--- config.mk ---
export PLATFORM = sky130hd
export DESIGN_NAME = tpb_slave
export DESIGN_NICKNAME = d
export VERILOG_FILES = /design/src/hw/tpb_pkg.sv /design/src/hw/tpb_slave.sv
export SDC_FILE = /design/constraint.sdc
export NUM_CORES = 1
export LEC_CHECK = 0
export BUFFER_PORTS_ARGS = -buffer_cell sky130_fd_sc_hd__buf_4
export CORE_MARGIN = 1.5
export CORE_UTILIZATION = 55
export DETAILED_ROUTE_END_ITERATION = 12
export PLACE_DENSITY = 0.93
export SLEW_MARGIN = 0
export SYNTH_ARGS = -nofsm -noshare
export SYNTH_HDL_FRONTEND = slang
export SYNTH_SLANG_ARGS = --single-unit
--- constraint.sdc ---
create_clock -name clk_in -period 3.8 [get_ports clk_in]
set_input_delay 0.76 -clock clk_in [delete_from_list [all_inputs] [get_ports clk_in]]
set_output_delay 0.76 -clock clk_in [all_outputs]
set_load 0.05 [all_outputs]
--- src/hw/tpb_pkg.sv ---
// Package for the two-phase peripheral bus slave interface
package tpb_pkg;
    localparam int unsigned ADDR_W      = 16;
    localparam int unsigned LOCAL_ADDR_W = 3;
    localparam int unsigned DATA_W      = 8;
    localparam int unsigned REGS_PER_SEL = 8;
    localparam int unsigned NUM_SEL     = 2;
    localparam logic [7:0]  REG_RESET   = 8'h00;
    // Phase sequencer states, each held until the next phase strobe
    typedef enum logic [0:0] {
        TPB_PH_ONE,
        TPB_PH_TWO
    } tpb_phase_type;
endpackage

--- src/hw/tpb_slave.sv ---
// Peripheral-side slave of the two-phase internal bus with a small register bank
// What this block does
// - In phase one data lines are driven by master on writes, peripheral on reads.
// - Peripheral captures address, direction, valid_n and select_n at the rise of phase one.
// - Data is captured at phase two: by master on reads, into register on writes.
// - Peripheral uses low three address bits with one select_n for up to eight registers.
// - More than eight registers need extra select_n lines, each for eight registers.
// - On reads the peripheral drives register contents once its decode settles.
// - Timing applies to register peripherals only, not RAM, program memory or USB.
module tpb_slave #(
    parameter int unsigned NUM_SEL = tpb_pkg::NUM_SEL
) (
    // Clock and reset
    input  wire logic                                   clk_in,
    input  wire logic                                   resetn_in,
    // Bus phase strobes, one-cycle pulses at the rise of each phase
    input  wire logic                                   phase_one_in,
    input  wire logic                                   phase_two_in,
    // Bus request side
    input  wire logic [tpb_pkg::LOCAL_ADDR_W-1:0]       addr_bus_in,
    input  wire logic                                   read_not_write_in,
    input  wire logic                                   valid_n_in,
    input  wire logic [NUM_SEL-1:0]                     select_n_in,
    // Shared data lines as three signals
    input  wire logic [tpb_pkg::DATA_W-1:0]             data_lines_in,
    output logic      [tpb_pkg::DATA_W-1:0]             data_lines_out,
    output logic                                        data_lines_oe_out,
    // Register contents seen by the peripheral core
    output logic      [NUM_SEL*tpb_pkg::REGS_PER_SEL*tpb_pkg::DATA_W-1:0] regs_out,
    // One-cycle pulse per register written
    output logic      [NUM_SEL*tpb_pkg::REGS_PER_SEL-1:0] reg_wr_out
);
    localparam int unsigned NREG  = NUM_SEL * tpb_pkg::REGS_PER_SEL;
    localparam int unsigned IDX_W = (NREG > 1) ? $clog2(NREG) : 1;

    // Captured request fields and bus phase
    tpb_pkg::tpb_phase_type           phase_q, phase_d;
    logic [tpb_pkg::LOCAL_ADDR_W-1:0] addr_q, addr_d;
    logic                             rnw_q, rnw_d;
    logic                             valid_n_q, valid_n_d;
    logic [NUM_SEL-1:0]               sel_n_q, sel_n_d;
    // Read driver
    logic [tpb_pkg::DATA_W-1:0]       rdata_q, rdata_d;
    logic                             oe_q, oe_d;
    // Register bank, the only thing behind this timing
    logic [tpb_pkg::DATA_W-1:0]       bank_q [NREG];
    logic [tpb_pkg::DATA_W-1:0]       bank_d [NREG];
    // Write strobes to the peripheral core
    logic [NREG-1:0]                  wr_q, wr_d;
    // Decode results
    logic [NREG-1:0]                  reg_hit;
    logic                             any_hit;
    logic [IDX_W-1:0]                 hit_idx;
    logic                             wr_take;

    // Register select; highest group wins so only one register is hit
    always_comb
    begin
        reg_hit = '0;
        hit_idx = '0;
        any_hit = 1'h0;
        for (int g = 0; g < NUM_SEL; g++)
        begin
            if (!sel_n_q[g] && !valid_n_q && (phase_q == tpb_pkg::TPB_PH_TWO))
            begin
                hit_idx = IDX_W'(g * tpb_pkg::REGS_PER_SEL) + IDX_W'(addr_q);
                any_hit = 1'h1;
            end
        end
        reg_hit[hit_idx] = any_hit;  // One-hot even with stray selects
    end

    // Phase tracker: open at phase one, closed at phase two
    always_comb
    begin
        phase_d = phase_q;
        unique case (phase_q)
            tpb_pkg::TPB_PH_ONE:
            begin
                if (phase_one_in)
                begin
                    phase_d = tpb_pkg::TPB_PH_TWO;
                end
            end
            tpb_pkg::TPB_PH_TWO:
            begin
                if (phase_two_in)
                begin
                    phase_d = tpb_pkg::TPB_PH_ONE;
                end
            end
        endcase
    end

    // Phase tracker register
    always_ff @(posedge clk_in)
    begin
        if (!resetn_in)
        begin
            phase_q <= tpb_pkg::TPB_PH_ONE;
        end
        else
        begin
            phase_q <= phase_d;
        end
    end

    // Request capture on phase one; valid dropped at phase two
    always_comb
    begin
        addr_d    = addr_q;
        rnw_d     = rnw_q;
        valid_n_d = valid_n_q;
        sel_n_d   = sel_n_q;
        if (phase_one_in)
        begin
            addr_d    = addr_bus_in;
            rnw_d     = read_not_write_in;
            valid_n_d = valid_n_in;
            sel_n_d   = select_n_in;
        end
        if (phase_two_in)
        begin
            valid_n_d = 1'h1;              // Access never repeats
        end
    end

    // Request capture registers
    always_ff @(posedge clk_in)
    begin
        if (!resetn_in)
        begin
            addr_q    <= '0;
            rnw_q     <= 1'h1;
            valid_n_q <= 1'h1;
            sel_n_q   <= '1;
        end
        else
        begin
            addr_q    <= addr_d;
            rnw_q     <= rnw_d;
            valid_n_q <= valid_n_d;
            sel_n_q   <= sel_n_d;
        end
    end

    // Read drive from the second cycle after capture; one cycle spent on decode
    always_comb
    begin
        rdata_d = rdata_q;
        oe_d    = any_hit && rnw_q && !phase_two_in;
        if (any_hit && rnw_q)
        begin
            rdata_d = bank_q[hit_idx];
        end
    end

    // Read driver registers
    always_ff @(posedge clk_in)
    begin
        if (!resetn_in)
        begin
            rdata_q <= tpb_pkg::REG_RESET;
            oe_q    <= 1'h0;
        end
        else
        begin
            rdata_q <= rdata_d;
            oe_q    <= oe_d;
        end
    end

    // Write data taken at phase two; master drives it from phase one
    assign wr_take = phase_two_in && any_hit && !rnw_q;

    // Register bank next value
    always_comb
    begin
        bank_d = bank_q;
        if (wr_take)
        begin
            bank_d[hit_idx] = data_lines_in;
        end
    end

    // Register bank storage
    always_ff @(posedge clk_in)
    begin
        if (!resetn_in)
        begin
            for (int i = 0; i < NREG; i++)
            begin
                bank_q[i] <= tpb_pkg::REG_RESET;
            end
        end
        else
        begin
            bank_q <= bank_d;
        end
    end

    // Write strobe, one cycle per register written
    always_comb
    begin
        wr_d = '0;
        if (wr_take)
        begin
            wr_d = reg_hit;
        end
    end

    // Write strobe register
    always_ff @(posedge clk_in)
    begin
        if (!resetn_in)
        begin
            wr_q <= '0;
        end
        else
        begin
            wr_q <= wr_d;
        end
    end

    // Outputs; drive gated by the stored enable only
    assign data_lines_out    = rdata_q;
    assign data_lines_oe_out = oe_q;
    assign reg_wr_out        = wr_q;
    for (genvar k = 0; k < NREG; k++)
    begin : g_regs
        assign regs_out[k*tpb_pkg::DATA_W +: tpb_pkg::DATA_W] = bank_q[k];
    end
endmodule

==> impl_metrics.prom <==
# TYPE chip_impl_metric gauge
chip_impl_info{name="outcome",value="finished clean"} 1
chip_impl_metric{name="wire_per_inst",unit="um"} 21.0
chip_impl_metric{name="hold_violations",unit=""} 0
chip_impl_metric{name="dieHeight",unit="um"} 115
chip_impl_metric{name="initial_antenna_violation_count",unit=""} 0
chip_impl_info{name="clock_tree.root_cell",value="sky130_fd_sc_hd__clkbuf_16"} 1
chip_impl_metric{name="final.min_clock_period",unit="ns"} 2.62
chip_impl_info{name="grt_setup_unrepaired",value="false"} 1
chip_impl_metric{name="antenna_violating_nets_post_route",unit=""} 0
chip_impl_metric{name="floorplan.die.width",unit="um"} 115
chip_impl_metric{name="final.setup.tns",unit="ns"} 0
chip_impl_metric{name="finalClockSkew",unit="ns"} 0.00942
chip_impl_metric{name="worst_hold_path.num_cells",unit=""} 2
chip_impl_metric{name="ys_seq_elements",unit=""} 161
chip_impl_metric{name="syn_to_final_growth",unit="%"} 27.0
chip_impl_metric{name="route.vias.total",unit=""} 6634
chip_impl_metric{name="maxCapViolCount",unit=""} 0
chip_impl_metric{name="hold_buffer_count_at_cts",unit=""} 0
chip_impl_metric{name="wire_length_of_the_first_global_routing_pass",unit="mm"} 33.9
chip_impl_metric{name="critPathMaxStageDelay",unit="ns"} 0.72
chip_impl_metric{name="fp.coreArea",unit="mm2"} 0.0122
chip_impl_metric{name="remaining_max_slew_budget_at_the_tightest_pin",unit="%"} 40.9
chip_impl_metric{name="detailedRoute.firstPassIterationCount",unit=""} 7
chip_impl_metric{name="worstSetupPathDepth",unit=""} 5
chip_impl_metric{name="worstPathBufferInverterCount",unit=""} 0
chip_impl_metric{name="cp_max_fo",unit=""} 22
chip_impl_metric{name="grt.total_usage",unit="%"} 34.0
chip_impl_metric{name="syn-cell-area",unit="mm2"} 0.00692
chip_impl_metric{name="synth.lib_cells_used.distinct",unit=""} 53
chip_impl_metric{name="period_share",unit="%"} 69.0
chip_impl_metric{name="grt_max_degree",unit=""} 89
chip_impl_metric{name="synth-seq-area-share",unit="%"} 46.6
chip_impl_metric{name="required",unit="ns"} 4.12
chip_impl_metric{name="p_leak",unit="nW"} 3.71
chip_impl_metric{name="drc",unit=""} 0
chip_impl_metric{name="post_cts_resized",unit=""} 0
chip_impl_metric{name="design_power_total",unit="mW"} 3.45
chip_impl_metric{name="cts-buffers-inserted",unit=""} 17
chip_impl_metric{name="drt-total-wl",unit="mm"} 22.6
chip_impl_metric{name="drv_slew",unit=""} 0
chip_impl_metric{name="synth.yosys.warnings",unit=""} 0
chip_impl_metric{name="antenna_cells_inserted",unit=""} 0
chip_impl_metric{name="achievable-frequency",unit="MHz"} 381
chip_impl_metric{name="clock_tree.htree_level_count",unit=""} 4
chip_impl_metric{name="num_io_pins",unit=""} 172
chip_impl_metric{name="worst-slew-pin-transition",unit="ns"} 0.886
chip_impl_metric{name="clk-insertion-delay-late",unit="ns"} 0.43
chip_impl_metric{name="yosys_top_cell_area_share",unit="%"} 46.6
chip_impl_metric{name="grt_overflow",unit=""} 0
chip_impl_metric{name="proportion_of_layout_cells_with_a_drive_suffix_above_1",unit="%"} 27.2
chip_impl_info{name="start_kind",value="flop"} 1
chip_impl_metric{name="synthArstFlopShare",unit="%"} 0
chip_impl_metric{name="r2r_cells",unit=""} 5
chip_impl_info{name="critical-path-slowest-cell",value="sky130_fd_sc_hd__dfxtp_2"} 1
chip_impl_metric{name="gp_congestion",unit=""} 0.959
chip_impl_metric{name="synth_enable_flop_cells",unit=""} 0
chip_impl_metric{name="initial_core_util",unit="%"} 56.9
chip_impl_metric{name="dp.final_hpwl",unit="mm"} 15.6
chip_impl_info{name="synth_top_cell_by_area",value="sky130_fd_sc_hd__dfxtp_1"} 1
chip_impl_metric{name="drt_iter0_drc",unit=""} 856
chip_impl_info{name="ys.flop_type",value="sky130_fd_sc_hd__dfxtp_1"} 1
chip_impl_metric{name="worstPathArrival",unit="ns"} 2.94
chip_impl_info{name="crit_family",value="compound AO/OA/AOI/OAI gates"} 1
chip_impl_metric{name="register_clock_pin_slew_on_the_reported_worst_setup_and_hold_paths",unit="ns"} 0.06
chip_impl_metric{name="synth_nets",unit=""} 772
chip_impl_info{name="timing.critical_path.cells",value="nor2_1, or3_1, a222oi_1, o221ai_1, o221a_1"} 1
chip_impl_metric{name="pwr_density_cell",unit="mW/mm2"} 393
chip_impl_metric{name="setup.reg_to_reg.worst_slack",unit="ns"} 1.18
chip_impl_metric{name="postSynthCellCount",unit=""} 753
chip_impl_metric{name="vias_cell",unit=""} 6.18
chip_impl_metric{name="timing.final.setup_violations",unit=""} 0
chip_impl_metric{name="postSynthAreaPerCell",unit="um2"} 9.19
chip_impl_info{name="netlist_top_cells_count",value="sky130_fd_sc_hd__dfxtp_1, sky130_fd_sc_hd__nor2_1, sky130_fd_sc_hd__mux2i_1"} 1
chip_impl_info{name="worst_min_path_class",value="flop to flop"} 1
chip_impl_metric{name="cts_setup_buffers",unit=""} 0
chip_impl_info{name="synth.most_common_cell",value="sky130_fd_sc_hd__dfxtp_1"} 1
chip_impl_metric{name="design.die.area",unit="mm2"} 0.0133
chip_impl_info{name="tritoncts",value="done"} 1
chip_impl_info{name="worst_setup_path_end_kind",value="flop"} 1
chip_impl_info{name="synthTopCellsByArea",value="sky130_fd_sc_hd__dfxtp_1, sky130_fd_sc_hd__mux2i_1, sky130_fd_sc_hd__nor2_1, sky130_fd_sc_hd__a21oi_1, sky130_fd_sc_hd__nand2_1"} 1
chip_impl_metric{name="clock-sinks",unit=""} 161
chip_impl_metric{name="buffer_ports.inserted",unit=""} 171
chip_impl_metric{name="grt_pass1_vias",unit=""} 6136
chip_impl_metric{name="final_nets",unit=""} 911
chip_impl_info{name="worst-setup-path-type",value="flop to flop"} 1
chip_impl_metric{name="row_count",unit=""} 40
chip_impl_metric{name="cts-root-to-sink-buffers",unit=""} 2
chip_impl_metric{name="ir_drop",unit="mV"} 0.349
-- stage by stage --
stage	util [%]	instances	hold WS (ns)	area, um2	setup WS, ns
floorplan	-	753	0.463	6920	1.80
global placement	67.7	1041	0.480	8240	1.22
detailed placement	67.7	1041	0.484	8240	1.18
CTS	72.3	1073	0.496	8790	1.22
global route	72.3	1073	0.516	8790	1.07
finish	72.3	1073	0.494	8790	1.18
-- sequential cells by signal (all words and copies together) (netlist names) --
register           count
addr_q                 3
data_lines_oe_out      1
data_lines_out         8
phase_q                1
reg_wr_out            16
regs_out             128
rnw_q                  1
sel_n_q                2
valid_n_q              1
-- final timing paths --
check | start | endpoint
worst max-delay path | addr_q[0] | data_lines_out[3]
worst min-delay path | regs_out[59] | regs_out[59]
worst min register to register | regs_out[59] | regs_out[59]
worst max register to register | addr_q[0] | data_lines_out[3]
-- routing by layer --
layer / routed length, um / part of all wire [%] / vias to the layer above / global-route usage, %
met5: 0 / 0 / - / 0
met4: 903 / 4.0 / 0 / 15.2
met3: 2280 / 10 / 83 / 8.65
met2: 10500 / 47 / 434 / 53.3
met1: 8880 / 39 / 3157 / 44.4
li1: - / - / 2960 / -
-- power by group --
part	total (mW)	leakage, nW	internal, mW	switching, mW
Clock	1.60	0.272	0.921	0.675
Sequential	1.71	1.30	1.69	0.0203
Combinational	0.146	2.14	0.0426	0.103
-- layout make-up --
type	instances	area, um2
Clock inverter	8	52.6
Sequential cell	161	3230
Tap cell	168	210
Fill cell	898	3370
Clock buffer	24	502
Timing Repair Buffer	182	1380
Inverter	5	21.3
Multi-Input combinational cell	525	3400
-- worst min-delay path, delay by kind of cell, from the launching register on --
kind | cells | cell delay [ns]
DFF | 1 | 0.32
AOI/OAI and AO/OA | 2 | 0.13
-- layout by cell type (no fill, tap or decap), types with 6 or more instances in the layout --
cell type and n:
sky130_fd_sc_hd__nand3_1 14, sky130_fd_sc_hd__mux2_2 12, sky130_fd_sc_hd__a2bb2oi_1 6, sky130_fd_sc_hd__o221ai_1 10, sky130_fd_sc_hd__o211ai_1 7, sky130_fd_sc_hd__o21ai_0 49, sky130_fd_sc_hd__mux4_2 7, sky130_fd_sc_hd__a31oi_1 7
sky130_fd_sc_hd__clkbuf_16 17, sky130_fd_sc_hd__dfxtp_1 159, sky130_fd_sc_hd__a21oi_1 60, sky130_fd_sc_hd__a32oi_1 6, sky130_fd_sc_hd__mux2i_1 98, sky130_fd_sc_hd__nor3_1 11, sky130_fd_sc_hd__nor2_1 109, sky130_fd_sc_hd__buf_4 181
sky130_fd_sc_hd__nand2_1 71
-- cell families after synthesis --
logic type             Yosys count  synth area share, %
and+or+nand+nor                243                 16.1
AOI/OAI and AO/OA              165                 14.6
DFF                            161                 46.6
muxes                          117                 18.4
buffers and inverters           67                 4.30
Power figures use the tool's default switching activity.
